===== config.mk =====
export PLATFORM = sky130hd
export DESIGN_NAME = rco_rx_checksum_engine
export DESIGN_NICKNAME = d
export VERILOG_FILES = /design/src/design/rco_pkg.sv /design/src/design/rco_rx_checksum_engine.sv
export SDC_FILE = /design/constraint.sdc
export NUM_CORES = 1
export LEC_CHECK = 0
export BUFFER_PORTS_ARGS = -buffer_cell sky130_fd_sc_hd__buf_4
export CAP_MARGIN = 25
export CORE_ASPECT_RATIO = 1.1
export CORE_MARGIN = 8
export CORE_UTILIZATION = 30
export DETAILED_ROUTE_END_ITERATION = 6
export HOLD_SLACK_MARGIN = 0.02
export PLACE_DENSITY_LB_ADDON = 0.3
export SYNTH_ARGS = -nofsm -noshare
export SYNTH_HDL_FRONTEND = slang
export SYNTH_SLANG_ARGS = --single-unit

===== constraint.sdc =====
create_clock -name mclk_in -period 10.7 [get_ports mclk_in]
set_input_delay 1.605 -clock mclk_in [delete_from_list [all_inputs] [get_ports mclk_in]]
set_output_delay 1.605 -clock mclk_in [all_outputs]
set_load 0.02 [all_outputs]

===== src/design/rco_pkg.sv =====
package rco_pkg;

  // ****************************************************************
  // Frame layout and parser constants
  // ****************************************************************
  localparam logic [15:0] HDR_LEN = 16'h000E;
  localparam logic [15:0] TYPE_POS = 16'h000C;
  localparam logic [15:0] TAG_LEN = 16'h0004;
  localparam logic [15:0] TYPE_LEN = 16'h0002;
  localparam logic [15:0] SNAP_SKIP = 16'h000A;
  localparam logic [15:0] SNAP_CHK_OFS = 16'h0004;
  localparam logic [15:0] LEN_LIMIT = 16'h0600;
  localparam logic [15:0] FCS_LEN = 16'h0004;
  localparam logic [15:0] CSUM_LEN = 16'h0002;
  localparam logic [15:0] START_NONE = 16'hFFFF;
  localparam logic [7:0] LLC_SAP = 8'hAA;
  localparam logic [7:0] LLC_UI = 8'h03;
  localparam logic [1:0] MAX_TAGS = 2'h2;
  localparam logic [15:0] TPID_RESET = 16'h8100;

  // ****************************************************************
  // Types
  // ****************************************************************
  typedef enum logic [1:0] {
    ST_RUN = 2'b00,
    ST_FOLD = 2'b01,
    ST_APP_LO = 2'b10,
    ST_APP_HI = 2'b11
  } rco_state_e;

  typedef struct packed {
    logic valid;
    logic [7:0] data;
    logic last;
  } rco_byte_s;

  typedef struct packed {
    logic valid;
    logic [15:0] length;
  } rco_len_s;

  typedef struct packed {
    rco_state_e st;
    rco_byte_s out;
    rco_len_s len;
    logic ready;
    logic in_frame;
    logic en;
    logic mode;
    logic [15:0] pos;
    logic [15:0] type_pos;
    logic [1:0] tags;
    logic snap_chk;
    logic [15:0] start;
    logic [3:0][7:0] hist;
    logic [15:0] sum;
    logic [7:0] low;
    logic half;
  } rco_regs_s;

endpackage


===== src/design/rco_rx_checksum_engine.sv =====
`timescale 1ns/1ps
// How it works
// (RULE_01) Mode 0 sums bytes after the 14 header bytes, excluding the FCS.
// (RULE_02) Mode 1 skips VLAN tags and SNAP header, summing from layer-3 start.
// (RULE_03) A VLAN tag is a type field equal to the programmable tag value.
// (RULE_04) At most two tags parsed; a third tag acts as type field.
// (RULE_05) The 16-bit sum is appended right after the last frame byte.
// (RULE_06) Reported frame length grows by two bytes when the sum is appended.
// (RULE_07) Checksum only while enabled, per mode bit; else data passes unchanged.
// (RULE_08) Software halts and flushes receive before changing enable or mode.
// (RULE_09) Software never enables checksum offload and pad stripping together.
// (RULE_10) Bytes summed as 16-bit words; an odd last byte pairs with zero.
// (RULE_11) Later byte of a pair is the upper byte, earlier the lower.
// (RULE_12) Carry of every addition is added back into the running sum.
// (RULE_13) Appended sum is not inverted and restarts with each frame.
// (RULE_14) Enable and mode are sampled only at the first byte of a frame.
module rco_rx_checksum_engine (
  input wire logic mclk_in,
  input wire logic arst_n_in,
  input wire logic rx_checksum_enable_in,
  input wire logic rx_checksum_mode_select_in,
  input wire logic [15:0] first_vlan_tag_type_in,
  input wire rco_pkg::rco_byte_s rx_byte_in,
  output logic rx_ready_out,
  output rco_pkg::rco_byte_s dma_byte_out,
  output rco_pkg::rco_len_s frame_length_field_out
);

  // ****************************************************************
  // End-around-carry adder
  // ****************************************************************
  function automatic logic [15:0] add_eac(input logic [15:0] a, input logic [15:0] b);
    logic [16:0] t;
    t = {1'b0, a} + {1'b0, b};
    return t[15:0] + {15'h0000, t[16]}; // RULE_12
  endfunction

  rco_pkg::rco_regs_s s;
  rco_pkg::rco_regs_s next_s;
  logic take;
  logic first;
  logic en_eff;
  logic [15:0] type_word;
  logic [15:0] q;

  // ****************************************************************
  // Next-state logic
  // ****************************************************************
  always_comb begin
    next_s = s;
    take = rx_byte_in.valid & s.ready & (s.st == rco_pkg::ST_RUN);
    first = ~s.in_frame;
    en_eff = first ? rx_checksum_enable_in : s.en;
    type_word = {s.hist[0], rx_byte_in.data};
    q = s.pos - rco_pkg::FCS_LEN;
    next_s.out.valid = 1'b0;
    next_s.out.last = 1'b0;
    next_s.len.valid = 1'b0;
    unique case (s.st)
      rco_pkg::ST_RUN: begin
        if (take) begin
          next_s.out.valid = 1'b1; // RULE_07
          next_s.out.data = rx_byte_in.data;
          next_s.out.last = rx_byte_in.last & ~en_eff;
          next_s.hist = {s.hist[2:0], rx_byte_in.data};
          next_s.pos = s.pos + 16'h0001;
          next_s.in_frame = ~rx_byte_in.last;
          if (first) begin
            next_s.en = rx_checksum_enable_in; // RULE_14
            next_s.mode = rx_checksum_mode_select_in; // RULE_14
            next_s.pos = 16'h0001;
            next_s.type_pos = rco_pkg::TYPE_POS;
            next_s.tags = 2'h0;
            next_s.snap_chk = 1'b0;
            next_s.start = rx_checksum_mode_select_in ? rco_pkg::START_NONE : rco_pkg::HDR_LEN; // RULE_01
            next_s.sum = 16'h0000; // RULE_13
            next_s.half = 1'b0;
          end else begin
            // Mode 1 parser works on the incoming byte, ahead of the summing tap
            if (s.mode && s.start == rco_pkg::START_NONE) begin
              if (s.pos == s.type_pos + 16'h0001 && !s.snap_chk) begin
                if (type_word == first_vlan_tag_type_in && s.tags != rco_pkg::MAX_TAGS) begin
                  next_s.tags = s.tags + 2'h1; // RULE_03
                  next_s.type_pos = s.type_pos + rco_pkg::TAG_LEN; // RULE_04
                end else if (type_word < rco_pkg::LEN_LIMIT) begin
                  next_s.snap_chk = 1'b1;
                end else begin
                  next_s.start = s.type_pos + rco_pkg::TYPE_LEN; // RULE_04
                end
              end
              if (s.snap_chk && s.pos == s.type_pos + rco_pkg::SNAP_CHK_OFS) begin
                if (s.hist[1] == rco_pkg::LLC_SAP && s.hist[0] == rco_pkg::LLC_SAP && rx_byte_in.data == rco_pkg::LLC_UI) begin
                  next_s.start = s.type_pos + rco_pkg::SNAP_SKIP; // RULE_02
                end else begin
                  next_s.start = s.type_pos + rco_pkg::TYPE_LEN;
                end
              end
            end
            // Oldest held byte is summed only once four newer bytes exist, so FCS never enters
            if (s.pos >= rco_pkg::FCS_LEN && q >= s.start) begin // RULE_01
              if (!s.half) begin
                next_s.low = s.hist[3];
                next_s.half = 1'b1;
              end else begin
                next_s.sum = add_eac(s.sum, {s.hist[3], s.low}); // RULE_10 RULE_11
                next_s.half = 1'b0;
              end
            end
          end
          if (rx_byte_in.last) begin
            if (en_eff) begin
              next_s.ready = 1'b0;
              next_s.st = rco_pkg::ST_FOLD;
            end else begin
              next_s.len.valid = 1'b1;
              next_s.len.length = first ? 16'h0001 : next_s.pos;
            end
          end
        end
      end
      rco_pkg::ST_FOLD: begin
        if (s.half) begin
          next_s.sum = add_eac(s.sum, {8'h00, s.low}); // RULE_10
        end
        next_s.half = 1'b0;
        next_s.st = rco_pkg::ST_APP_LO;
      end
      rco_pkg::ST_APP_LO: begin
        next_s.out.valid = 1'b1; // RULE_05
        next_s.out.data = s.sum[7:0]; // RULE_13
        next_s.st = rco_pkg::ST_APP_HI;
      end
      rco_pkg::ST_APP_HI: begin
        next_s.out.valid = 1'b1; // RULE_05
        next_s.out.data = s.sum[15:8];
        next_s.out.last = 1'b1;
        next_s.len.valid = 1'b1;
        next_s.len.length = s.pos + rco_pkg::CSUM_LEN; // RULE_06
        next_s.ready = 1'b1;
        next_s.st = rco_pkg::ST_RUN;
      end
    endcase
  end

  // ****************************************************************
  // State register
  // ****************************************************************
  always_ff @(posedge mclk_in or negedge arst_n_in) begin
    if (!arst_n_in) begin
      s <= '0;
      s.st <= rco_pkg::ST_RUN;
      s.ready <= 1'b1;
      s.start <= rco_pkg::START_NONE;
    end else begin
      s <= next_s;
    end
  end

  assign rx_ready_out = s.ready;
  assign dma_byte_out = s.out;
  assign frame_length_field_out = s.len;

endmodule


# Word level (Yosys, flattened, before mapping)
# Cells that the tools add are included.
# totals
inputBits	30
elab_cells	126
reg_bits	141
# op_classes
n_eq_ne	26
add_sub_neg	12
order_cmp	3
n_reduce_logical	24
muxes	32
n_bitwise	7
# op_table
op	count
2-to-1 mux 141 bit	1
2-to-1 mux 16 bit	8
2-to-1 mux 35 bit	3
2-to-1 mux 18 bit	3
equality test 16 bit	3
one-hot mux 19 bit (2 select lines)	1
2-to-1 mux 17 bit	2
adder 16 x 1 -> 16 bit	2
adder 16 x 1 -> 16 bit, second input constant	2
adder 16 x 2 -> 16 bit, second input constant	2
one-hot mux 16 bit (2 select lines)	1
one-hot mux 9 bit (3 select lines)	1
2-to-1 mux 25 bit	1
adder 16 x 16 -> 17 bit	1
adder 16 x 8 -> 17 bit	1
adder 16 x 3 -> 16 bit, second input constant	1
adder 16 x 4 -> 16 bit, second input constant	1
equality test 16 bit, second input constant	1
equality test 8 bit, second input constant	2
greater-or-equal comparator 16 bit	1
greater-or-equal comparator 16 x 3 -> 1 bit, second input constant	1
less-than comparator 16 x 11 -> 1 bit, second input constant	1
2-to-1 mux 8 bit	2
subtractor 16 x 3 -> 16 bit, second input constant	1
25 further kinds	61

# Longest topological paths before layout
# Gate-level depths: netlist of the first run.
# depth
word_depth	9
mapped_depth	20

# Worst setup path before layout of the first run
# Ideal clock, no wire load.
# synth_timing
kind	register to register
start	reg s[9] (netlist name)
end	reg s[21] (netlist name)
setup_time_ns	0.126
path_buffers	1
path_stages_with_launch	21
required_ns	10.574
path_slack_ns	6.808
arrival_time_ns	3.766
cell_sequence	dfrtp_1 -> ha_1 -> inv_1 -> fa_1 -> nand2b_1 -> a21oi_1 -> o21a_1 -> buf_1 -> a31oi_1 -> o21bai_1 -> a21oi_1 -> nor2_1 -> o21ai_0 -> nand2b_1 -> ha_1 -> ha_1 -> and3_1 -> nand4_1 -> nor2_1 -> xor2_1 -> a221o_1
# synth_via
elab_chain_cells	7
word_cells_on_any_way	10
classes_between	add/sub: 4; mux: 6
# synth_lines
item	line_no	text
from (decl)	rco_rx_checksum_engine.sv:38	rco_pkg::rco_regs_s s;
from (signal assigned)	rco_rx_checksum_engine.sv:155	s <= next_s;
adder 16 x 16 -> 17 bit	rco_rx_checksum_engine.sv:34	t = {1'b0, a} + {1'b0, b};
adder 16 x 1 -> 16 bit	rco_rx_checksum_engine.sv:35	return t[15:0] + {15'h0000, t[16]};
2-to-1 mux 16 bit	rco_rx_checksum_engine.sv:101	if (!s.half) begin
2-to-1 mux 25 bit	rco_rx_checksum_engine.sv:100	if (s.pos >= rco_pkg::FCS_LEN && q >= s.start) begin
2-to-1 mux 16 bit	rco_rx_checksum_engine.sv:68	if (first) begin
2-to-1 mux 141 bit	rco_rx_checksum_engine.sv:61	if (take) begin
one-hot mux 16 bit (2 select lines) (*)	rco_rx_checksum_engine.sv:59	unique case (s.st)
# Every way passes the cells marked *; elsewhere a longest branch is shown, timed or not. The select of a mux whose other input is x is not followed.
# A chain may end at the register's enable or synchronous reset.

# Worst setup path after layout of the first run
# layout_timing
start	reg s[97] (netlist name)
end	reg s[4] (netlist name)
# layout_via
elab_chain_cells	4
word_cells_on_any_way	5
classes_between	add/sub: 1; order compare: 2; reduce/logical: 2
# layout_lines
item	line_no	text
subtractor 16 x 3 -> 16 bit	rco_rx_checksum_engine.sv:55	q = s.pos - rco_pkg::FCS_LEN;
greater-or-equal comparator 16 bit	rco_rx_checksum_engine.sv:100	
logical AND 1 bit (*)	rco_rx_checksum_engine.sv:100	
AND reduction 5 bit (no line) (*)	--	
# Every way passes the cells marked *; elsewhere a longest branch is shown, timed or not.

==> impl_results.md, run 1 <==
- Sum Neg Setup Slack: 0 ps
- Vias in the first global route: 9,642
- Yosys warns: 0
- Core Region: 36,000 sq um
- Port Buf Inserts: between 50 and 60
- I/O pin cnt: 58
- Final period utilization: 0.459
- CTS tree: built
- Final wirelength: roughly 34 mm
- Status: finished, final reports clean
- CTS resizes: 0
- Die W: about 200 um
- Multi-input logic area: about 6700 sq um
- Max-slew violations: 0
- Avg WL per Cell: about 19 um
- ANT nets after route: 0
- DR vias: 9,868
- Final Wtd Congestion: between 0.9 and 1
- Leak pwr: between 0.005 and 0.006 uW
- Clk slew on worst S/H paths: about 70 ps
- Setup-failing EPs final: 0
- Slew @ Worst Pin: 871 ps
- Post-synth top cells: nand2_1 (237), dfrtp_1 (123), o21ai_0 (84), a21oi_1 (74), nor2_1 (61)
- Count leader, synth: nand2_1
- H-Tree Depth: 4
- Syn Nets: 1,425
- Clock root cell: clkbuf_16
- Post-synth ARST share: 1.00
- Setup bufs post-CTS: 0
- Drt pass-1 iters: 5
- Number of fill cells: 3,829
- P&R area growth vs syn: 10.3%
- Crit Path Class: reg -> reg
- Die area: ~43,000 sq um
- Max_slew headroom: 0.420
- Dominant cells by area after synthesis: dfrtp_1 (28%), nand2_1 (8.2%), ha_1 (6.1%), dfstp_2 (4.1%), o21ai_0 (3.9%)
- Register Area: 3520 sq um
- Final Skew: 12.8 ps
- Crit. End Element: register
- Final hold violations: 0
- Crit-path max FO: 15
- Overflow after GRT: 0
- Clock buffer depth: 2
- Post-DR vias/cell: 5.45
- Die Span Y: roughly 220 um
- #FFs+latches synth: 140
- NumNets Final: 1,394
- DP HPWL: ~25 mm
- Most used DFF post-synth: dfrtp_1
- TritonCTS Buffers: 17
- Synth Instances: 1,341
- Starting Density: 0.303
- Register area share after synthesis: 0.323
- CTS Sinks: 140
- Worst hold margin: 455 ps
- Final Critical Period: 4910 ps
- Syn avg cell area: between 8 and 9 sq um
- Worst hold path type: reg -> reg
- 1st-iter DRT viols: 805
- Design area: 12,000 sq um
- Yosys top cell area share: 0.282
- Post-CTS Hold Buffers: 0
- First-pass GRT wire length: 54.7 mm
- Total track usage: 0.161
- CP Launch Type: register
- Share of cells above drive strength 1: 0.119
- DRC: 0
- Synth area leader: dfrtp_1
- Upper clock frequency limit: roughly 0.2 GHz
- CP arrival: 5230 ps
- Antenna cells: 0
- EDFF count, synth: 0
- Final core occ: 0.334
- Max IR drop VDD: 0.0907 mV
- Pwr dens: 97.2 nW/um^2
- Number of distinct library cells after synthesis: 82
- Power after layout: 1170 uW
- DP Area: 11,400 sq um
- Synthesized area: 10,900 sq um
- Clock Latency Late Sink: 440 ps
- Largest net degree at the start of global routing: 86
- Row cnt: 73
- Maxcap violations: 0
- Antenna violations before repair: 0
- RSZ-0062 raised after global routing: no
- Required @ worst endpoint: 11,020 ps
power breakdown:
part | switching (uW) | leakage (uW) | total (uW) | internal (uW)
Sequential | 0 | 0.00180 | 529 | 529
Clock | 264 | 0.000291 | 609 | 345
Combinational | 19.6 | 0.00307 | 30.0 | 10.5
registers in the layout, summed over array words and instances, names as in the netlist:
| name | count |
|---|---|
| frame_length_field_out | 17 |
| rx_ready_out | 1 |
| dma_byte_out | 9 |
| s | 113 |
metrics by stage:
stage,std cells,setup WS [ps]
4_1_cts,1810,5800
3_5_place_dp,1778,5810
2_1_floorplan,1341,6810
3_3_place_gp,1778,5940
5_1_grt,1810,5330
6_report,1810,5790
placed cells by master, fill, tap and decap left out, types with 12 or more instances in the layout:
cell type / count
a211oi_1: 12
a21o_1: 15
a21oi_1: 73
and3_1: 20
buf_4: 65
clkbuf_16: 17
dfrtp_1: 123
dfstp_2: 17
ha_1: 53
inv_1: 41
mux2i_1: 23
nand2_1: 237
nand2b_1: 16
nand3_1: 56
nand4_1: 32
nor2_1: 60
nor3_1: 37
nor4_1: 18
o211ai_1: 14
o21ai_0: 84
xnor2_1: 47
xor2_1: 40
cells by family (layout without fill, tap and decap cells):
family          after synthesis  after routing  share of synthesized area
flops                       140            140                      0.323
buf+inv                     158            140                     0.0692
mux                          34             34                     0.0325
fa+ha+maj                    55             55                     0.0639
compound gates              313            313                      0.191
xor+xnor                     88             88                     0.0714
simple gates                553            553                      0.249
worst max-delay path, stage by stage, from the launching register on:
cell	delay (ps)
dfrtp_1	560
nor4_1	770
nand4b_1	320
nor4_1	300
xor2_1	120
ha_1	290
nand2_1	60
o21ai_0	240
o22ai_1	130
a21oi_1	400
nand3_1	480
nor2_1	720
mux2_2	410
layout make-up:
| type | count | area share |
|---|---|---|
| repair buffers | 66 | 0.0415 |
| inverters | 42 | 0.0131 |
| flip-flops and latches | 140 | 0.293 |
| well taps | 487 | 0.0506 |
| multi-input cells | 1043 | 0.553 |
| clock inverters | 12 | 0.0103 |
| clock buffers | 20 | 0.0388 |
per-layer routing:
layer / GRT usage / wire (um)
met5: 0 / 0
met4: 0.0797 / 1520
met3: 0.0258 / 1530
met2: 0.262 / 16600
met1: 0.203 / 14800
final timing paths:
kind                           start     to  slack [ps]  cells past startpoint
hold / removal                 s[41]  s[49]         460                      2
max in group asynchronous  arst_n_in  s[24]        8140                      2
hold reg to reg                s[41]  s[49]         460                      2
setup reg to reg               s[97]   s[4]        5790                     12
setup / recovery               s[97]   s[4]        5790                     12
min in group asynchronous  arst_n_in  s[83]        1220                      1
No activity file was read; power rests on OpenSTA's default activity.
==> inputs of run 2 (changes only) <==
clock period = 4 ns   (was 10.7 ns; I/O delays follow)
==> run 2 against run 1 <==
  * Worst setup slack worse by 5600 ps
  * Clock skew up 0.60 ps
  * Cell count up 3.0%
  * Final area up 4.0%
  * Via count up 2.1%
  * First-iteration DRC count up 22%
  * Clock power rose to 2.8 times the previous value
  * Critical path depth down 3
  * Register-to-register slack worse by 5600 ps
  * Non-clock buffer count up 54
  * Fmax up 30%
  * Die area unchanged
  * Highest routed layer unchanged
==> impl_results.md, run 2 (synthesized netlist as in run 1, its figures left out) <==
- Status: finished, final reports clean
- Final Skew: around 13 ps
- Clock root cell: clkbuf_16
- TritonCTS Buffers: 17
- Sw frac: 0.238
- Die Span Y: 216 um
- Core Region: 36,000 sq um
- Final period utilization: 0.947
- Number of fill cells: 3,809
- Leak pwr: 0.00543 uW
- Slowest cell on crit path: dfrtp_1
- Largest Register: s
- Commonest non-fill, non-tap cell in the layout: nand2_1
- CP bufs+invs: 0
- Final Critical Period: 3790 ps
- CP arrival: 4150 ps
- Port Buf Inserts: 57
- Sum Neg Setup Slack: 0 ps
- Row cnt: 73
- Upper clock frequency limit: about 0.26 GHz
- 1st-iter DRT viols: 983
- Crit-path max FO: 15
- I/O pin cnt: 58
- Share of cells above drive strength 1: 0.158
- Worst hold margin: around 170 ps
- Power after layout: 3200 uW
- First-pass GRT wire length: 56.3 mm
- Crit Path Class: reg -> reg
- Most frequent CP cell: mux2i_1
- CTS Sinks: 140
- Worst-path cell chain: nand4_1 > nor3_1 > xnor2_1 > a2111oi_0 > and3_1 > and2_1 > mux2i_1 > mux2i_1 > a2bb2oi_1
- Max-slew violations: 0
- Clock Latency Late Sink: 440 ps
- Pwr dens: ~260 nW/um^2
- NumNets Final: 1,448
- ANT nets after route: 0
- Clock buffer depth: 2
- CTS tree: built
- Max reg flops: 113
- Max IR drop VDD: 0.269 mV
- P_int: 2440 uW
- Starting Density: 0.303
- Psw: around 760 uW
- Required @ worst endpoint: between 4000 and 5000 ps
- H-Tree Depth: 4
- DP HPWL: 26.2 mm
- P&R area growth vs syn: 14.8%
- Antenna violations before repair: 0
- Crit. End Element: register
- DR vias: 10.1k
- Final Wtd Congestion: 0.927
- Post-DR vias/cell: around 5.4
- Clk slew on worst S/H paths: around 70 ps
- Total track usage: 0.165
- Largest net degree at the start of global routing: 72
- Register Area: 3520 sq um
- Avg WL per Cell: 18.9 um
- Drt pass-1 iters: 7
- Die area: 42,700 sq um
- Antenna cells: 0
- CP Launch Type: register
- Slew @ Worst Pin: slightly above 900 ps
- Critical Path Max Stage Delay: 720 ps
- Logic gate share of total power: 0.026
- Clock share of power: 0.532
- Maxcap violations: 0
- Die W: roughly 200 um
- Vias in the first global route: around 10k
- Sequential Power Share: 0.442
- Multi-input logic area: roughly 6700 sq um
- DRC: 0
- Worst hold path type: in -> async
- Final hold violations: 0
- Cell family with most CP delay: simple AND/OR/NAND/NOR gates
- RSZ-0062 raised after global routing: no
- Overflow after GRT: 0
- Max_slew headroom: 0.388
- Final wirelength: 35.3 mm
- Setup-failing EPs final: 0
- Commonest cells after routing, fill and taps aside: nand2_1 (237), dfrtp_1 (123), buf_4 (116)
-- run 2: cell types whose count changed in the layout (fill, tap and decap cells not counted), sizes merged --
cell	delta
bufinv	+2
buf	+54
clkbuf	-2
clkinvlp	+2
inv	-2
-- run 2: repair_timing --
item | 4_1_cts | 5_1_grt
hold endpoints to repair | 0 | 0
endpoints found under the setup margin | 1 | 11
resized for setup | 1 | 8
gates cloned | 0 | 0
hold buffers | 0 | 0
pin swaps | 0 | 3
buffers inserted | 0 | 1
-- run 2: power by group through the flow --
stage | clock network (uW) | registers (uW) | logic [uW]
final | 1700 | 1420 | 82.5
after global routing | 1790 | 1420 | 93.8
after CTS | 1740 | 1420 | 87.3
after detailed placement | 0 | 1440 | 87.3
after global placement | 0 | 1440 | 86.1
after floorplan | 0 | 1440 | 13.9
-- run 2: worst paths after layout --
| path | startpoint | endpoint | slack, ps | depth (start not counted) |
|---|---|---|---|---|
| setup / recovery | s[83] | s[69] | 210 | 9 |
| hold / removal | arst_n_in | s[87] | 170 | 1 |
| setup reg to reg | s[83] | s[69] | 210 | 9 |
| hold reg to reg | s[41] | s[49] | 470 | 2 |
| max in group asynchronous | arst_n_in | rx_ready_out | 2950 | 2 |
| min in group mclk_in | rx_byte_in[0] | s[110] | 410 | 2 |
-- run 2: layout make-up --
class	count	share of cell area
Tap cell	487	0.0487
Inverter	42	0.0126
Sequential cell	140	0.282
Multi-Input combinational cell	1043	0.533
Clock inverter	14	0.0146
Timing Repair Buffer	120	0.0749
Clock buffer	18	0.0343
-- run 2: routing by layer --
metal / vias to the layer above / track usage / wire length (um)
li1: 4836 / - / -
met1: 4920 / 0.202 / 15300
met2: 258 / 0.288 / 17700
met3: 62 / 0.0238 / 1270
met4: 0 / 0.0593 / 968
met5: - / 0 / 0
-- run 2: metrics by stage --
step	cell area, sq um	std cells	util	setup WS (ps)
after global routing	12500	1864	0.348	13.0
after detailed placement	11900	1830	0.329	21.5
after CTS	12500	1862	0.346	4.66
after global placement	11900	1830	0.329	185
final	12500	1864	0.348	211
after floorplan	10900	1341	-	108
